[config.mk]
export PLATFORM = sky130hd
export DESIGN_NAME = adc_conversion_power_ctrl
export DESIGN_NICKNAME = d
export VERILOG_FILES = /design/src/design/adc_conv_pkg.sv /design/src/design/adc_clk_div.sv /design/src/design/adc_sar_engine.sv /design/src/design/adc_conversion_power_ctrl.sv
export VERILOG_INCLUDE_DIRS = /design/src /design/src/design
export SDC_FILE = /design/constraint.sdc
export NUM_CORES = 1
export LEC_CHECK = 0
export BUFFER_PORTS_ARGS = -buffer_cell sky130_fd_sc_hd__buf_2
export CAP_MARGIN = 20
export CORE_MARGIN = 3
export CORE_UTILIZATION = 58
export CTS_CLUSTER_DIAMETER = 200
export DETAILED_ROUTE_END_ITERATION = 10
export PLACE_DENSITY = 0.85
export SYNTH_ARGS = -nofsm -noshare
export SYNTH_HDL_FRONTEND = slang
export SYNTH_SLANG_ARGS = --single-unit
[constraint.sdc]
create_clock -name pclk -period 4.7 [get_ports pclk]
set_input_delay 0.47 -clock pclk [delete_from_list [all_inputs] [get_ports pclk]]
set_output_delay 0.47 -clock pclk [all_outputs]
set_load 0.02 [all_outputs]
[src/design/adc_conv_params.svh]
// Constants for the converter control block: offsets, fields, timing and reset values
`ifndef ADC_CONV_PARAMS_SVH
`define ADC_CONV_PARAMS_SVH

`define ADC_ADDR_W          8
`define ADC_OFS_SCR         8'h00
`define ADC_OFS_CFG         8'h04
`define ADC_OFS_RES_HIGH    8'h08
`define ADC_OFS_RES_LOW     8'h0C
`define ADC_OFS_IRQ_STS     8'h10
`define ADC_OFS_IRQ_MSK     8'h14

`define SCR_DONE_BIT        7
`define SCR_IRQ_EN_BIT      6
`define SCR_CONT_BIT        5
`define SCR_CHAN_MSB        4
`define SCR_CHAN_OFF        5'h1F

`define CFG_LONG_BIT        0
`define CFG_MODE8_BIT       1
`define CFG_ASYNC_BIT       2
`define CFG_HWTRIG_BIT      3
`define CFG_W               4

`define IRQ_DONE_BIT        0
`define IRQ_ABORT_BIT       1
`define IRQ_W               2

// Sample windows counted in converter half cycles: 3.5 and 23.5 cycles
`define SAMPLE_SHORT_HALF   6'h07
`define SAMPLE_LONG_HALF    6'h2F
`define RES_W               10
`define RES_MSB_CODE        10'h200
`define ROUND_ADD           11'h002
`define RES8_MAX            8'hFF

`endif

[src/design/adc_conv_pkg.sv]
// Types shared by the converter control block
package adc_conv_pkg;
   typedef enum logic [1:0] {SAR_IDLE, SAR_SAMPLE, SAR_APPROX} sar_state_t;
endpackage : adc_conv_pkg

[src/design/adc_clk_div.sv]
// Converter clock divider: half-period tick, stopped while the converter is idle
module adc_clk_div #(
   parameter int DIV_HALF = 4
) (
   input  wire logic pclk,
   input  wire logic presetn,
   input  wire logic run,
   output logic      half_tick
);
   localparam int CW = $clog2(DIV_HALF + 1);
   logic [CW-1:0] cnt_ff;
   logic [CW-1:0] nxt_cnt;
   logic          tick_ff;
   logic          nxt_tick;

   always_comb
   begin
      nxt_cnt  = cnt_ff;
      nxt_tick = 1'b0;
      // Held at zero when idle so the clock is gated off in low power
      if (!run)
      begin
         nxt_cnt = '0;
      end
      else if (cnt_ff == CW'(DIV_HALF - 1))
      begin
         nxt_cnt  = '0;
         nxt_tick = 1'b1;
      end
      else
      begin
         nxt_cnt = cnt_ff + CW'(1);
      end
   end

   always_ff @(posedge pclk or negedge presetn)
   begin
      if (!presetn)
      begin
         cnt_ff  <= '0;
         tick_ff <= 1'b0;
      end
      else
      begin
         cnt_ff  <= nxt_cnt;
         tick_ff <= nxt_tick;
      end
   end

   assign half_tick = tick_ff;
endmodule : adc_clk_div

[src/design/adc_sar_engine.sv]
// Successive-approximation sequencer: sample window then one bit per converter cycle
`include "adc_conv_params.svh"
module adc_sar_engine
   import adc_conv_pkg::*;
(
   input  wire logic                  pclk,
   input  wire logic                  presetn,
   input  wire logic                  half_tick,
   input  wire logic                  start,
   input  wire logic                  abort,
   input  wire logic                  long_sample,
   input  wire logic                  comp_high,
   output logic                       busy,
   output logic                       sample_on,
   output logic [`RES_W-1:0]          dac_code,
   output logic                       done,
   output logic [`RES_W-1:0]          result
);
   import adc_conv_pkg::*;

   sar_state_t        state_ff, nxt_state;
   logic [5:0]        cnt_ff, nxt_cnt;
   logic [3:0]        bit_ff, nxt_bit;
   logic              phase_ff, nxt_phase;
   logic [`RES_W-1:0] code_ff, nxt_code;
   logic              done_ff, nxt_done;
   logic              busy_ff, nxt_busy;
   logic              sample_ff, nxt_sample;

   always_comb
   begin
      nxt_state = state_ff;
      nxt_cnt   = cnt_ff;
      nxt_bit   = bit_ff;
      nxt_phase = phase_ff;
      nxt_code  = code_ff;
      nxt_done  = 1'b0;
      case (state_ff)
         SAR_IDLE:
         begin
         end
         SAR_SAMPLE:
         begin
            if (half_tick)
            begin
               if (cnt_ff == 6'h01)
               begin
                  nxt_state = SAR_APPROX;
                  nxt_bit   = 4'(`RES_W - 1);
                  nxt_phase = 1'b0;
                  nxt_code  = `RES_MSB_CODE;
               end
               else
               begin
                  nxt_cnt = cnt_ff - 6'h01;
               end
            end
         end
         SAR_APPROX:
         begin
            if (half_tick)
            begin
               nxt_phase = !phase_ff;
               // Comparator is judged on the second half so the array has settled
               if (phase_ff)
               begin
                  nxt_code[bit_ff] = comp_high;
                  if (bit_ff == 4'h0)
                  begin
                     nxt_state = SAR_IDLE;
                     nxt_done  = 1'b1;
                  end
                  else
                  begin
                     nxt_code[bit_ff - 4'h1] = 1'b1;
                     nxt_bit = bit_ff - 4'h1;
                  end
               end
            end
         end
         default:
         begin
            nxt_state = SAR_IDLE;
         end
      endcase
      if (abort)
      begin
         nxt_state = SAR_IDLE;
         nxt_done  = 1'b0;
      end
      if (start)
      begin
         nxt_state = SAR_SAMPLE;
         nxt_cnt   = long_sample ? `SAMPLE_LONG_HALF : `SAMPLE_SHORT_HALF;
         nxt_code  = '0;
      end
      // Registered so the status outputs come straight from flip-flops
      nxt_busy   = (nxt_state != SAR_IDLE);
      nxt_sample = (nxt_state == SAR_SAMPLE);
   end

   always_ff @(posedge pclk or negedge presetn)
   begin
      if (!presetn)
      begin
         state_ff <= SAR_IDLE;
         cnt_ff   <= '0;
         bit_ff   <= '0;
         phase_ff <= 1'b0;
         code_ff  <= '0;
         done_ff  <= 1'b0;
         busy_ff   <= 1'b0;
         sample_ff <= 1'b0;
      end
      else
      begin
         state_ff <= nxt_state;
         cnt_ff   <= nxt_cnt;
         bit_ff   <= nxt_bit;
         phase_ff <= nxt_phase;
         code_ff  <= nxt_code;
         done_ff  <= nxt_done;
         busy_ff   <= nxt_busy;
         sample_ff <= nxt_sample;
      end
   end

   assign busy      = busy_ff;
   assign sample_on = sample_ff;
   assign dac_code  = code_ff;
   assign done      = done_ff;
   assign result    = code_ff;
endmodule : adc_sar_engine

[src/design/adc_conversion_power_ctrl.sv]
// Converter control top: APB registers, start/abort, stop handling, results, interrupts
module adc_conversion_power_ctrl
   import adc_conv_pkg::*;
#(
   parameter int DIV_HALF = 4
) (
   input  wire logic                   pclk,
   input  wire logic                   presetn,
   input  wire logic                   psel,
   input  wire logic                   penable,
   input  wire logic                   pwrite,
   input  wire logic [7:0]             paddr,
   input  wire logic [31:0]            pwdata,
   output logic [31:0]                 prdata,
   output logic                        pready,
   output logic                        pslverr,
   input  wire logic                   stop_mode,
   input  wire logic                   external_trigger,
   input  wire logic                   comp_high,
   output logic                        converter_active,
   output logic                        sample_on,
   output logic [9:0]                  dac_code,
   output logic                        conv_irq_req,
   output logic                        irq
);
   import adc_conv_pkg::*;
   `include "adc_conv_params.svh"

   function automatic logic hit(input logic [7:0] a, input logic [7:0] ofs);
      hit = (a == ofs);
   endfunction : hit

   logic              trig_s1_ff, trig_s2_ff, trig_s3_ff;
   logic              comp_s1_ff, comp_s2_ff;
   logic              irq_en_ff, nxt_irq_en;
   logic              cont_ff, nxt_cont;
   logic [4:0]        chan_ff, nxt_chan;
   logic [`CFG_W-1:0] cfg_ff, nxt_cfg;
   logic              done_ff, nxt_done;
   logic [`RES_W-1:0] result_ff, nxt_result;
   logic              hi_read_ff, nxt_hi_read;
   logic              active_ff, nxt_active;
   logic [`IRQ_W-1:0] sts_ff, nxt_sts;
   logic [`IRQ_W-1:0] msk_ff, nxt_msk;
   logic [31:0]       prdata_ff, nxt_prdata;
   logic              pready_ff, nxt_pready;
   logic              pslverr_ff, nxt_pslverr;
   logic              conv_irq_ff, nxt_conv_irq;
   logic              irq_ff, nxt_irq;
   logic              half_tick, eng_busy, eng_done, eng_start, eng_abort;
   logic [`RES_W-1:0] eng_result;
   logic              wr, rd, scr_wr, stop_abort, hw_mode, blocked, chan_off, trig_edge;
   logic [10:0]       rsum;

   adc_clk_div #(.DIV_HALF(DIV_HALF)) u_div (
      .pclk      (pclk),
      .presetn   (presetn),
      .run       (eng_busy),
      .half_tick (half_tick)
   );

   adc_sar_engine u_sar (
      .pclk        (pclk),
      .presetn     (presetn),
      .half_tick   (half_tick),
      .start       (eng_start),
      .abort       (eng_abort),
      .long_sample (cfg_ff[`CFG_LONG_BIT]),
      .comp_high   (comp_s2_ff),
      .busy        (eng_busy),
      .sample_on   (sample_on),
      .dac_code    (dac_code),
      .done        (eng_done),
      .result      (eng_result)
   );

   // Pins from outside the clock domain
   always_ff @(posedge pclk or negedge presetn)
   begin
      if (!presetn)
      begin
         trig_s1_ff <= 1'b0;
         trig_s2_ff <= 1'b0;
         trig_s3_ff <= 1'b0;
         comp_s1_ff <= 1'b0;
         comp_s2_ff <= 1'b0;
      end
      else
      begin
         trig_s1_ff <= external_trigger;
         trig_s2_ff <= trig_s1_ff;
         trig_s3_ff <= trig_s2_ff;
         comp_s1_ff <= comp_high;
         comp_s2_ff <= comp_s1_ff;
      end
   end

   always_comb
   begin
      wr         = psel && penable && pready_ff && pwrite;
      rd         = psel && penable && pready_ff && !pwrite;
      scr_wr     = wr && hit(paddr, `ADC_OFS_SCR);
      chan_off   = (pwdata[`SCR_CHAN_MSB:0] == `SCR_CHAN_OFF);
      hw_mode    = cfg_ff[`CFG_HWTRIG_BIT];
      trig_edge  = trig_s2_ff && !trig_s3_ff;
      // Wait mode is deliberately not an input: nothing here gates on it
      stop_abort = stop_mode && !cfg_ff[`CFG_ASYNC_BIT];
      blocked    = hi_read_ff && !cfg_ff[`CFG_MODE8_BIT];
      eng_abort  = scr_wr || stop_abort;
      eng_start  = 1'b0;
      if (!stop_abort)
      begin
         if (scr_wr && !chan_off && !hw_mode)
         begin
            eng_start = 1'b1;
         end
         else if (!scr_wr && hw_mode && active_ff && trig_edge && !eng_busy)
         begin
            eng_start = 1'b1;
         end
         else if (!scr_wr && eng_done && active_ff && (cont_ff || blocked))
         begin
            eng_start = 1'b1;
         end
      end
   end

   // Conversion control, result and flag
   always_comb
   begin
      nxt_irq_en  = irq_en_ff;
      nxt_cont    = cont_ff;
      nxt_chan    = chan_ff;
      nxt_cfg     = cfg_ff;
      nxt_active  = active_ff;
      nxt_result  = result_ff;
      nxt_done    = done_ff;
      nxt_hi_read = hi_read_ff;
      rsum        = {1'b0, eng_result} + `ROUND_ADD;
      if (wr && hit(paddr, `ADC_OFS_CFG))
      begin
         nxt_cfg = pwdata[`CFG_W-1:0];
      end
      if (rd && hit(paddr, `ADC_OFS_RES_HIGH) && !cfg_ff[`CFG_MODE8_BIT])
      begin
         nxt_hi_read = 1'b1;
      end
      if (rd && hit(paddr, `ADC_OFS_RES_LOW))
      begin
         nxt_hi_read = 1'b0;
         nxt_done    = 1'b0;
      end
      if (eng_done && !cont_ff && !blocked && !hw_mode)
      begin
         nxt_active = 1'b0;
      end
      if (scr_wr)
      begin
         nxt_irq_en = pwdata[`SCR_IRQ_EN_BIT];
         nxt_cont   = pwdata[`SCR_CONT_BIT];
         nxt_chan   = pwdata[`SCR_CHAN_MSB:0];
         nxt_active = !chan_off;
         nxt_done   = 1'b0;
      end
      if (stop_abort)
      begin
         nxt_active = 1'b0;
      end
      // A blocked transfer drops the new result; aborts never touch the result
      if (eng_done && !blocked)
      begin
         if (cfg_ff[`CFG_MODE8_BIT])
         begin
            nxt_result = {2'b00, rsum[10] ? `RES8_MAX : rsum[9:2]};
         end
         else
         begin
            nxt_result = eng_result;
         end
         nxt_done = 1'b1;
      end
   end

   always_ff @(posedge pclk or negedge presetn)
   begin
      if (!presetn)
      begin
         irq_en_ff  <= 1'b0;
         cont_ff    <= 1'b0;
         chan_ff    <= `SCR_CHAN_OFF;
         cfg_ff     <= '0;
         active_ff  <= 1'b0;
         result_ff  <= '0;
         done_ff    <= 1'b0;
         hi_read_ff <= 1'b0;
      end
      else
      begin
         irq_en_ff  <= nxt_irq_en;
         cont_ff    <= nxt_cont;
         chan_ff    <= nxt_chan;
         cfg_ff     <= nxt_cfg;
         active_ff  <= nxt_active;
         result_ff  <= nxt_result;
         done_ff    <= nxt_done;
         hi_read_ff <= nxt_hi_read;
      end
   end

   // Interrupts and APB answer; one wait state so every output is registered
   always_comb
   begin
      nxt_sts = sts_ff;
      nxt_msk = msk_ff;
      if (wr && hit(paddr, `ADC_OFS_IRQ_STS))
      begin
         nxt_sts = sts_ff & ~pwdata[`IRQ_W-1:0];
      end
      if (wr && hit(paddr, `ADC_OFS_IRQ_MSK))
      begin
         nxt_msk = pwdata[`IRQ_W-1:0];
      end
      if (eng_done && !blocked)
      begin
         nxt_sts[`IRQ_DONE_BIT] = 1'b1;
      end
      if (eng_abort && eng_busy)
      begin
         nxt_sts[`IRQ_ABORT_BIT] = 1'b1;
      end
      nxt_conv_irq = nxt_done && nxt_irq_en;
      nxt_irq      = |(nxt_sts & nxt_msk);
      nxt_pready   = psel && penable && !pready_ff;
      nxt_pslverr  = 1'b0;
      nxt_prdata   = '0;
      if (psel && penable && !pready_ff)
      begin
         case (paddr)
            `ADC_OFS_SCR:
            begin
               nxt_prdata[`SCR_DONE_BIT]       = done_ff;
               nxt_prdata[`SCR_IRQ_EN_BIT]     = irq_en_ff;
               nxt_prdata[`SCR_CONT_BIT]       = cont_ff;
               nxt_prdata[`SCR_CHAN_MSB:0]     = chan_ff;
            end
            `ADC_OFS_CFG:      nxt_prdata[`CFG_W-1:0] = cfg_ff;
            `ADC_OFS_RES_HIGH: nxt_prdata[1:0]        = result_ff[9:8];
            `ADC_OFS_RES_LOW:  nxt_prdata[7:0]        = result_ff[7:0];
            `ADC_OFS_IRQ_STS:  nxt_prdata[`IRQ_W-1:0] = sts_ff;
            `ADC_OFS_IRQ_MSK:  nxt_prdata[`IRQ_W-1:0] = msk_ff;
            default:           nxt_pslverr            = 1'b1;
         endcase
         if (pwrite)
         begin
            nxt_prdata = '0;
         end
      end
   end

   always_ff @(posedge pclk or negedge presetn)
   begin
      if (!presetn)
      begin
         sts_ff      <= '0;
         msk_ff      <= '0;
         conv_irq_ff <= 1'b0;
         irq_ff      <= 1'b0;
         pready_ff   <= 1'b0;
         pslverr_ff  <= 1'b0;
         prdata_ff   <= 32'h0000_0000;
      end
      else
      begin
         sts_ff      <= nxt_sts;
         msk_ff      <= nxt_msk;
         conv_irq_ff <= nxt_conv_irq;
         irq_ff      <= nxt_irq;
         pready_ff   <= nxt_pready;
         pslverr_ff  <= nxt_pslverr;
         prdata_ff   <= nxt_prdata;
      end
   end

   assign prdata           = prdata_ff;
   assign pready           = pready_ff;
   assign pslverr          = pslverr_ff;
   assign conv_irq_req     = conv_irq_ff;
   assign irq              = irq_ff;
   assign converter_active = eng_busy;
endmodule : adc_conversion_power_ctrl

==> summary.md, run 1 <==
| Metric | Value |
|---|---|
| Outcome | finished clean |
| Layout Utilization | 67.8% |
| CTS buffer count | 9 |
| Critical path endpoint category | register |
| Area delta synth->final | 9.30% |
| Clock Path Buffers | 2 |
| Final period util | 52.5% |
| Syn Inst Count | 424 |
| Post-synth top flop | dfrtp_1 |
| Hpwl dp | 6250 um |
| Share of post-route cells with drive strength above 1 | 19.6% |
| Initial antenna violation count | 0 |
| Synthesized flop and latch total | 75 |
| Clock root buffer | clkbuf_8 |
| Clk pin slew, worst setup/hold paths | 80 ps |
| Nets | 518 |
| Hold Crit Endpoint | comp_s1_ff |
| First DRT Iteration DRCs | 177 |
| Hold-fix buffers, CTS | 0 |
| Critical Path RT | 4940 ps |
| CP arrival | 2710 ps |
| Post_cts resized | 0 |
| Setup TNS | 0 ps |
| H-tree levels | 3 |
| Distinct cells, synth | 63 |
| Routed vias | 3231 |
| Die H | 89.8 um |
| CTS tree | yes |
| Buf+Inv Stages, Crit Path | 0 |
| Reg-to-reg slack, setup | 2230 ps |
| GP Congestion | 0.878 |
| Mean Syn Cell Area | 9.61 um2 |
| Vias per cell | 5.79 |
| Register area | 0.00188 mm2 |
| Fmax | 0.405 GHz |
| Worst hold path type | primary input to register |
| Register area share after synthesis | 46.2% |
| Area of the mapped netlist | 0.00408 mm2 |
| Maxcap violations | 0 |
| Multi-input logic area | 0.00196 mm2 |
| Startpoint type of the worst setup path | register |
| Post-synth EDFFs | 0 |
| Sink Count | 75 |
| Crit path largest cell delay | 640 ps |
| Vias in the first global route | 3171 |
| Final number of setup-violating endpoints | 0 |
| Synth area leaders | dfrtp_1, buf_4, nand2_1 |
| Reg2reg start | cfg_ff[1] |
| Die area | 0.00807 mm2 |
| Power consumption | 0.00129 W |
| Max_slew headroom | 39.4% |
| Global Route Usage Sum | 23.2% |
| Clock latency on the worst-skew pair | 350 ps |
| Largest delay contributor family on the critical path | compound AO/OA/AOI/OAI gates |
| Overflow after GRT | 0 |
| Die width | 89.8 um |
| Critical Path, Cell by Cell | nand2b_1, a21boi_0, o21ai_0, o21ai_2, mux2_2 |
| Leak | 2.08 nW |
| Num rows | 29 |
| I/O pin count | 96 |
| Drt total wl | 8950 um |
| Port bufs | 46 |
| Initial Utilization | 62.1% |
| Wire per inst | 16.0 um |
| Synth area leader | dfrtp_1 |
| WS Path Type | register to register |
| Remaining antenna violation count | 0 |
| Maximum VDD drop | 0.154 mV |
| CP Max Fanout | 21 |
| Min Tclk post-route | 2470 ps |
| Clock Skew | 4.42 ps |
| Yosys warning count | 0 |
| # DRC | 0 |
| Hold path start | comp_high |
| Max Slew Vio Count | 0 |
| PwrDens | 289 mW/mm2 |
| Top-count cell post-synth | dfrtp_1 |
| Fillers | 510 |
| Post-synth top cells | dfrtp_1, nand2_1, nor2_1 |
| Post-synth ARST share | 100% |
| Least-Margin Pin Slew | 909 ps |
| Fin. Hold Viols | 0 |
| # diodes | 0 |
| FF-to-FF path depth | 5 |
| RSZ-0062 raised after global routing | no |
| Synth top area share | 43.0% |
| Hold Path Depth | 1 |
| RR Endpoint | u_sar.cnt_ff[3] |
| First-pass GRT wire length | 15200 um |
| Area of the core | 0.00657 mm2 |
| Largest net degree at the start of global routing | 76 |
| CP max stage cell | o21ai_2 |
| Initial DRT Pass Iterations | 5 |
| Postcts setup bufs | 0 |
kinds of logic after synthesis:
kind of cell | after synthesis | synth area share [%]
compound gates | 85 | 14.8
xor+xnor | 12 | 2.58
fa+ha+maj | 10 | 3.07
buf+inv | 59 | 7.77
flops | 75 | 46.2
mux | 18 | 5.25
other cells | 1 | 0.0920
simple gates | 164 | 20.3
cells in the final DEF (no fill, tap or decap), types with 5 or more instances in the layout:
| cell | instances |
|---|---|
| and3_1 | 7 |
| nor3_1 | 12 |
| dfrtp_1 | 70 |
| nor2_1 | 40 |
| nor2b_1 | 8 |
| clkbuf_8 | 10 |
| a21o_1 | 5 |
| xor2_1 | 6 |
| buf_2 | 45 |
| inv_1 | 14 |
| a31oi_1 | 5 |
| a21oi_1 | 13 |
| xnor2_1 | 6 |
| ha_1 | 10 |
| nand2_1 | 47 |
| nand4_1 | 5 |
| o22ai_1 | 5 |
| dfstp_2 | 5 |
| o21ai_0 | 14 |
| nand2b_1 | 10 |
| conb_1 | 24 |
| nand3_1 | 9 |
| a22oi_1 | 9 |
| mux2_2 | 11 |
state kept, by name (all words and copies together) (netlist names), 2 cells and up:
name / flops
chan_ff: 5
u_sar.state_ff: 2
u_sar.dac_code: 10
prdata: 8
u_sar.cnt_ff: 6
u_sar.bit_ff: 4
u_div.cnt_ff: 3
sts_ff: 2
cfg_ff: 4
msk_ff: 2
result_ff: 10
final cells by class:
class                      count  area share (%)
multi-input combinational    313            44.1
sequential                    75            42.3
timing repair buffer          47            5.34
clock buffer                  11            3.17
tap                           93            2.61
clock inverter                 5            1.38
inverter                      14            1.18
per-layer routing:
metal	GRT usage [%]	vias to the layer above	share of wire, %
met1	29.1	1600	44
met5	0	-	0
met4	9.58	0	1.8
met3	3.67	13	4.1
li1	-	1525	-
met2	40.1	93	50
stage by stage:
step | setup WS (ps) | area, um2 | hold WS, ps | std cells
floorplan | 2250 | 4160 | 174 | 447
global placement | 2020 | 4250 | 332 | 541
detailed placement | 1980 | 4250 | 338 | 541
CTS | 2240 | 4450 | 210 | 557
global route | 2010 | 4460 | 208 | 558
finish | 2230 | 4460 | 215 | 558
power breakdown:
part / internal [W] / switching, W / leakage, nW
Sequential: 0.000660 / 0.0000178 / 0.951
Combinational: 0.0000325 / 0.0000669 / 1.04
Clock: 0.000262 / 0.000251 / 0.0922
worst max path at each step:
stage / start / cells after the start / end / slack (ps)
5_1_grt: cfg_ff[1] / 5 / u_sar.cnt_ff[3] / 2010
3_5_place_dp: paddr[5] / 6 / u_sar.cnt_ff[3] / 1980
2_1_floorplan: paddr[5] / 5 / cfg_ff[0] / 2250
6_report: cfg_ff[1] / 5 / u_sar.cnt_ff[3] / 2230
4_1_cts: cfg_ff[1] / 5 / u_sar.cnt_ff[3] / 2240
3_3_place_gp: paddr[5] / 6 / u_sar.cnt_ff[3] / 2020
(Power assumes the default switching activity.)
==> inputs of run 2 (changes only) <==
--- a/config.mk
+++ b/config.mk
@@ -6,13 +6,14 @@
 export SDC_FILE = /design/constraint.sdc
 export NUM_CORES = 1
 export LEC_CHECK = 0
+export ABC_AREA = 1
 export BUFFER_PORTS_ARGS = -buffer_cell sky130_fd_sc_hd__buf_2
 export CAP_MARGIN = 20
 export CORE_MARGIN = 3
-export CORE_UTILIZATION = 58
+export CORE_UTILIZATION = 49
 export CTS_CLUSTER_DIAMETER = 200
 export DETAILED_ROUTE_END_ITERATION = 10
-export PLACE_DENSITY = 0.85
+export PLACE_DENSITY = 0.76
 export SYNTH_ARGS = -nofsm -noshare
 export SYNTH_HDL_FRONTEND = slang
 export SYNTH_SLANG_ARGS = --single-unit
==> constraint.sdc (replaced) <==
create_clock -name pclk -period 2.1 [get_ports pclk]
set_input_delay 0.21 -clock pclk [delete_from_list [all_inputs] [get_ports pclk]]
set_output_delay 0.21 -clock pclk [all_outputs]
set_load 0.02 [all_outputs]
==> run 2 against run 1 <==
  * Hold slack worse by 130 ps
  * Sequential share of layout area decreased by 2.6 points
  * Non-clock buffer count increased by 5
  * Flip-flop and latch count unchanged
  * Combinational power rose to 5.9 times the previous value
  * Final area is 6.5% higher
  * Global-route usage fell by 3.8 points
  * Setup slack got worse by 1900 ps
  * Clock skew up 5.7 ps
  * Wire length is 1.0% higher
  * Sequential power is 140% higher
  * Final cell count up 25%
  * Largest cell class unchanged
  * Largest power group unchanged
==> summary.md, run 2 <==
| Metric | Value |
|---|---|
| Maximum VDD drop | 0.346 mV |
| Clock latency on the worst-skew pair | 350 ps |
| Compound-Gate Fraction of Synth Area | 10.6% |
| Synth top area share | 41.1% |
| First DRT Iteration DRCs | 228 |
| First-pass GRT wire length | 15600 um |
| Worst hold path type | primary input to register |
| Nets | 647 |
| Min Tclk post-route | 1760 ps |
| Switching power | 0.00109 W |
| Clock Path Buffers | 2 |
| Share of post-route cells with drive strength above 1 | 18.0% |
| Commonest non-fill, non-tap cell in the layout | nand2_1 |
| Hold Path Depth | 3 |
| Num rows | 33 |
| Global Route Usage Sum | 19.4% |
| Area of the mapped netlist | 0.00426 mm2 |
| Top Metal Used | met4 |
| Outcome | finished clean |
| GP Congestion | 0.917 |
| Vias per cell | 5.04 |
| Synth area leader | dfrtp_1 |
| Clk pwr share | 34.4% |
| Critical path endpoint category | register |
| CP Max Fanout | 5 |
| Remaining antenna violation count | 0 |
| Post-synth EDFFs | 0 |
| CP arrival | 2000 ps |
| Initial DRT Pass Iterations | 4 |
| Top-count cell post-synth | nand2_1 |
| Port bufs | 46 |
| Distinct cells, synth | 43 |
| Simple-gate area share of the yosys netlist | 28.5% |
| Overflow after GRT | 0 |
| Critical Path RT | 2340 ps |
| Final period util | 84.0% |
| Layout Utilization | 56.9% |
| Mean Syn Cell Area | 7.95 um2 |
| CTS tree | yes |
| # diodes | 0 |
| Most frequent cells in the layout | nand2_1, dfrtp_1, inv_1, buf_2 |
| Sw Ratio | 31.9% |
| PwrDens | 719 mW/mm2 |
| Logic pwr share | 17.3% |
| Hold-fix buffers, CTS | 3 |
| FF-to-FF path depth | 10 |
| Post-synth top flop | dfrtp_1 |
| Area of the core | 0.00834 mm2 |
| Leak | 2.41 nW |
| Post_cts resized | 0 |
| Cell count after placement | 680 |
| Routed met2 length | 4290 um |
| Initial antenna violation count | 0 |
| Drt total wl | 9040 um |
| Yosys warning count | 0 |
| Routed vias | 3524 |
| Setup TNS | 0 ps |
| Fin. Hold Viols | 0 |
| Wire per inst | 12.9 um |
| Area delta synth->final | 11.5% |
| Synth area leaders | dfrtp_1, nand2_1, inv_1 |
| Power consumption | 0.00341 W |
| Largest net degree at the start of global routing | 76 |
| Hpwl dp | 6780 um |
| RSZ-0062 raised after global routing | no |
| CTS buffer count | 9 |
| RR Endpoint | u_sar.dac_code[1] |
| Largest family of logic cells by synthesized area | simple AND/OR/NAND/NOR gates |
| Post-synth top cells | nand2_1, dfrtp_1, inv_1 |
| Fmax | 0.567 GHz |
| Hold path start | penable |
| H-tree levels | 3 |
| Least-Margin Pin Slew | 509 ps |
| Fin cells | 699 |
| Adder-cell area share of the yosys netlist | 2.94% |
| Sequential power share | 48.3% |
| Reg-to-reg slack, setup | 340 ps |
| Post-synth ARST share | 100% |
| Syn Inst Count | 536 |
| # DRC | 0 |
| Synthesized flop and latch total | 75 |
| Die H | 99.2 um |
| Vias in the first global route | 3416 |
| Register area share after synthesis | 44.2% |
| Postcts setup bufs | 0 |
| Initial Utilization | 51.1% |
| Int Power | 0.00232 W |
| I/O pin count | 96 |
| Clock root buffer | clkbuf_8 |
| Hold Crit Endpoint | pready |
| Reg2reg start | u_sar.bit_ff[0] |
| Die area | 0.00985 mm2 |
| Multiplexer area fraction after synthesis | 0.264% |
| Final number of setup-violating endpoints | 0 |
| Max_slew headroom | 66.0% |
| Max Slew Vio Count | 0 |
| WS Path Type | register to register |
| Post-synthesis xor/xnor area fraction | 2.23% |
| Clk pin slew, worst setup/hold paths | 90 ps |
| Die width | 99.2 um |
| Sink Count | 75 |
| Maxcap violations | 0 |
| Met3 WL | 527 um |
| Clock Skew | 10.1 ps |
| Startpoint type of the worst setup path | register |
| Met1 WL | 4080 um |
run 2: cell count changes in the layout (fill, tap and decap cells not counted), moves of 8 or more:
cell	change
a21oi_1	+8
o21ai_0	+23
a22oi_1	-8
nand2_1	+100
nor3_1	-10
nor2b_1	-8
nand2b_1	-10
inv_1	+44
mux2_2	-10
nand3_1	+34
run 2: layout make-up:
| type | count | area [um2] |
|---|---|---|
| well taps | 105 | 131 |
| repair buffers | 52 | 298 |
| flip-flops and latches | 75 | 1880 |
| inverters | 62 | 238 |
| multi-input cells | 389 | 1990 |
| fillers | 780 | 3590 |
| clock inverters | 6 | 71.3 |
| clock buffers | 10 | 138 |
run 2: critical path, stage by stage (launching register included):
cell and delay, ps:
dfrtp_1 420, inv_1 130, ha_1 260, nand2_1 80, inv_1 50, nor2_1 260, inv_1 160, nand3_1 110
nand2_1 50, nand2_1 60, a21oi_1 70
run 2: cell families after synthesis:
family,count (synthesis)
xor gates and xnor gates,10
buffers and inverters,95
and+or+nand+nor,267
muxes,1
DFF,75
adders and majority gates,10
other,1
AOI/OAI and AO/OA,77
run 2: power by group through the flow:
| stage | clock, W | combinational (W) | sequential [W] |
|---|---|---|---|
| final | 0.00117 | 0.000591 | 0.00165 |
| after global routing | 0.00126 | 0.000669 | 0.00167 |
| after CTS | 0.00120 | 0.000594 | 0.00164 |
| after detailed placement | 0 | 0.000586 | 0.00167 |
| after global placement | 0 | 0.000578 | 0.00167 |
| after floorplan | 0 | 0.000379 | 0.00171 |
run 2: per-stage QoR:
step                cell area [um2]  hold slack (ps)  setup slack, ps
global placement               4510              255              391
detailed placement             4510              264              360
floorplan                      4350            -85.6              593
finish                         4750             84.2              336
global route                   4750             92.6              232
CTS                            4750             74.0              352
run 2: worst max-delay path by stage:
| stage | depth (start not counted) | startpoint | slack [ps] | endpoint |
|---|---|---|---|---|
| 4_1_cts | 10 | u_sar.bit_ff[0] | 350 | u_sar.dac_code[1] |
| 3_5_place_dp | 10 | u_sar.bit_ff[0] | 360 | u_sar.dac_code[1] |
| 2_1_floorplan | 10 | u_sar.bit_ff[0] | 590 | u_sar.dac_code[2] |
| 5_1_grt | 10 | u_sar.bit_ff[0] | 230 | u_sar.dac_code[8] |
| 3_3_place_gp | 10 | u_sar.bit_ff[0] | 390 | u_sar.dac_code[2] |
| 6_report | 10 | u_sar.bit_ff[0] | 340 | u_sar.dac_code[1] |
run 2: routing by layer:
metal  vias to the layer above  GRT usage [%]
met3                        13           4.21
met4                         0           6.93
li1                       1778              -
met1                      1624           26.0
met2                       109           31.1
met5                         -              0
==> inputs of run 3 (changes only) <==
--- a/config.mk
+++ b/config.mk
@@ -10,10 +10,10 @@
 export BUFFER_PORTS_ARGS = -buffer_cell sky130_fd_sc_hd__buf_2
 export CAP_MARGIN = 20
 export CORE_MARGIN = 3
-export CORE_UTILIZATION = 49
+export CORE_UTILIZATION = 55
 export CTS_CLUSTER_DIAMETER = 200
 export DETAILED_ROUTE_END_ITERATION = 10
-export PLACE_DENSITY = 0.76
+export PLACE_DENSITY = 0.81
 export SYNTH_ARGS = -nofsm -noshare
 export SYNTH_HDL_FRONTEND = slang
 export SYNTH_SLANG_ARGS = --single-unit
==> constraint.sdc (replaced) <==
create_clock -name pclk -period 1.8 [get_ports pclk]
set_input_delay 0.18 -clock pclk [delete_from_list [all_inputs] [get_ports pclk]]
set_output_delay 0.18 -clock pclk [all_outputs]
set_load 0.02 [all_outputs]
==> run 3 against run 2 <==
  * Global-route usage up 3.6 points
  * Critical path depth down 3
  * Via count up 2.5%
  * Clock-buffer cell count unchanged
  * Final cell count up 0.29%
  * Non-clock buffer count up 8
  * Power up 15%
  * Clock skew up 1.0 ps
  * First-iteration DRC count down 3.1%
  * Sequential power up 16%
  * Sequential share of layout area down 0.32 points
  * Die area down 10%
  * Largest cell class unchanged
==> summary.md, run 3 (synthesis results as in run 2) <==
| Metric | Value |
|---|---|
| Reg-to-reg slack, setup | 160 ps |
| First DRT Iteration DRCs | 221 |
| First-pass GRT wire length | 16000 um |
| Outcome | finished clean |
| CP arrival | 1880 ps |
| Sequential power share | 49.0% |
| Critical Path, Cell by Cell | inv_1, ha_1, nand2_1, nor3_1, o21ai_0, nand2_1, nand3_1 |
| Wire per inst | 13.4 um |
| Hold Crit Endpoint | pready |
| Area delta synth->final | 12.4% |
| CP max stage cell | dfrtp_1 |
| Initial Utilization | 57.8% |
| Crit path largest cell delay | 410 ps |
| # diodes | 0 |
| Clock root buffer | clkbuf_8 |
| # DRC | 0 |
| Die H | 94 um |
| Hold path start | penable |
| Fmax | 0.610 GHz |
| Fin. Hold Viols | 0 |
| Final period util | 91.1% |
| Sink Count | 75 |
| Int Power | 0.00266 W |
| Worst hold path type | primary input to register |
| Sw Ratio | 32.2% |
| Post-place instance area | 0.00453 mm2 |
| Largest net degree at the start of global routing | 46 |
| Worst path most repeated cell | nand2_1 |
| Hold Path Depth | 3 |
| Critical Path RT | 2040 ps |
| Commonest non-fill, non-tap cell in the layout | nand2_1 |
| Num rows | 31 |
| Share of post-route cells with drive strength above 1 | 19.3% |
| Vias per cell | 5.15 |
| Min Tclk post-route | 1640 ps |
| Reg2reg start | u_sar.bit_ff[0] |
| Routed vias | 3613 |
| FF-to-FF path depth | 7 |
| Multi-input logic area | 0.00199 mm2 |
| CTS buffer count | 9 |
| Cell count after placement | 678 |
| RR Endpoint | u_sar.busy |
| Critical path endpoint category | register |
| Maximum VDD drop | 0.429 mV |
| Die width | 94 um |
| Nets | 655 |
| Global Route Usage Sum | 23.0% |
| Clk pwr share | 33.1% |
| DP Worst Slack | 165 ps |
| H-tree levels | 3 |
| Layout Utilization | 65.0% |
| PwrDens | 820 mW/mm2 |
| Logic pwr share | 17.9% |
| Post-route cell area | 0.00479 mm2 |
| WS Path Type | register to register |
| Final number of setup-violating endpoints | 0 |
| Clock Path Buffers | 2 |
| CTS tree | yes |
| Final WS setup | 160 ps |
| Remaining antenna violation count | 0 |
| CP Max Fanout | 5 |
| Fillers | 658 |
| Clock latency on the worst-skew pair | 360 ps |
| Fin cells | 701 |
| Area of the core | 0.00737 mm2 |
| Overflow after GRT | 0 |
| I/O pin count | 96 |
| Switching power | 0.00126 W |
| Clk pin slew, worst setup/hold paths | 80 ps |
| Maxcap violations | 0 |
| Initial DRT Pass Iterations | 6 |
| Hpwl dp | 7110 um |
| Initial antenna violation count | 0 |
| GP Congestion | 0.918 |
| Register area | 0.00188 mm2 |
| Vias in the first global route | 3445 |
| Startpoint type of the worst setup path | register |
| Drt total wl | 9420 um |
| Clock Skew | 11.2 ps |
| Most frequent cells in the layout | nand2_1, dfrtp_1, inv_1, buf_2 |
| Die area | 0.00884 mm2 |
| Leak | 2.44 nW |
| Max Slew Vio Count | 0 |
| Port bufs | 46 |
## run 3: power groups by stage
| stage | sequential [W] | clock [W] | combinational [W] |
|---|---|---|---|
| after floorplan | 0.00199 | 0 | 0.000442 |
| after global placement | 0.00195 | 0 | 0.000673 |
| after detailed placement | 0.00195 | 0 | 0.000691 |
| after CTS | 0.00192 | 0.00131 | 0.000702 |
| after global routing | 0.00194 | 0.00140 | 0.000786 |
| final | 0.00192 | 0.00130 | 0.000704 |
## run 3: routing by layer
metal  vias up  share of wire [%]  wire length, um  global-route usage, %
li1       1791                  -                -                      -
met1      1662                 43             4010                   29.1
met2       144                 49             4640                   39.7
met3        16                6.8              639                   5.37
met4         0                1.3              119                   5.54
met5         -                  0                0                      0
## run 3: per-stage QoR
stage	setup TNS, ps	hold WS [ps]	power, W
2_1_floorplan	0	-116	0.00243
3_3_place_gp	0	136	0.00262
6_report	0	55.4	0.00393
4_1_cts	0	48.4	0.00393
5_1_grt	-18.9	66.5	0.00413
3_5_place_dp	0	145	0.00264
## run 3: what timing repair did
item | in CTS | in global routing
hold buffers | 3 | 0
setup endpoints to repair | 0 | 4
buffers inserted | 0 | 4
endpoints found under the hold margin | 31 | 0
gates resized for setup | 0 | 3
## run 3: worst max-delay path by stage
stage                     cells past startpoint             from  slack (ps)                 to
after floorplan                              10  u_sar.bit_ff[0]         290  u_sar.dac_code[2]
after detailed placement                      8  u_sar.bit_ff[0]         170    u_sar.bit_ff[1]
after CTS                                     8  u_sar.bit_ff[0]         140    u_sar.bit_ff[1]
after global routing                          8  u_sar.bit_ff[0]         -20    u_sar.bit_ff[2]
after global placement                        8  u_sar.bit_ff[0]         210    u_sar.bit_ff[0]
final                                         7  u_sar.bit_ff[0]         160         u_sar.busy
## run 3: final cells by class
cell class / instances / area share [%]
clock buffers: 10 / 2.67
flip-flops and latches: 75 / 39.4
repair buffers: 60 / 7.47
multi-input cells: 389 / 41.6
inverters: 62 / 4.96
clock inverters: 6 / 1.38
well taps: 99 / 2.59
## run 3: critical path: cells and delay by family (launching register included)
family / cells / cell delay, ps
adders and majority gates: 1 / 240
AOI/OAI and AO/OA: 1 / 140
and+or+nand+nor: 4 / 580
buffers and inverters: 1 / 150
DFF: 1 / 410
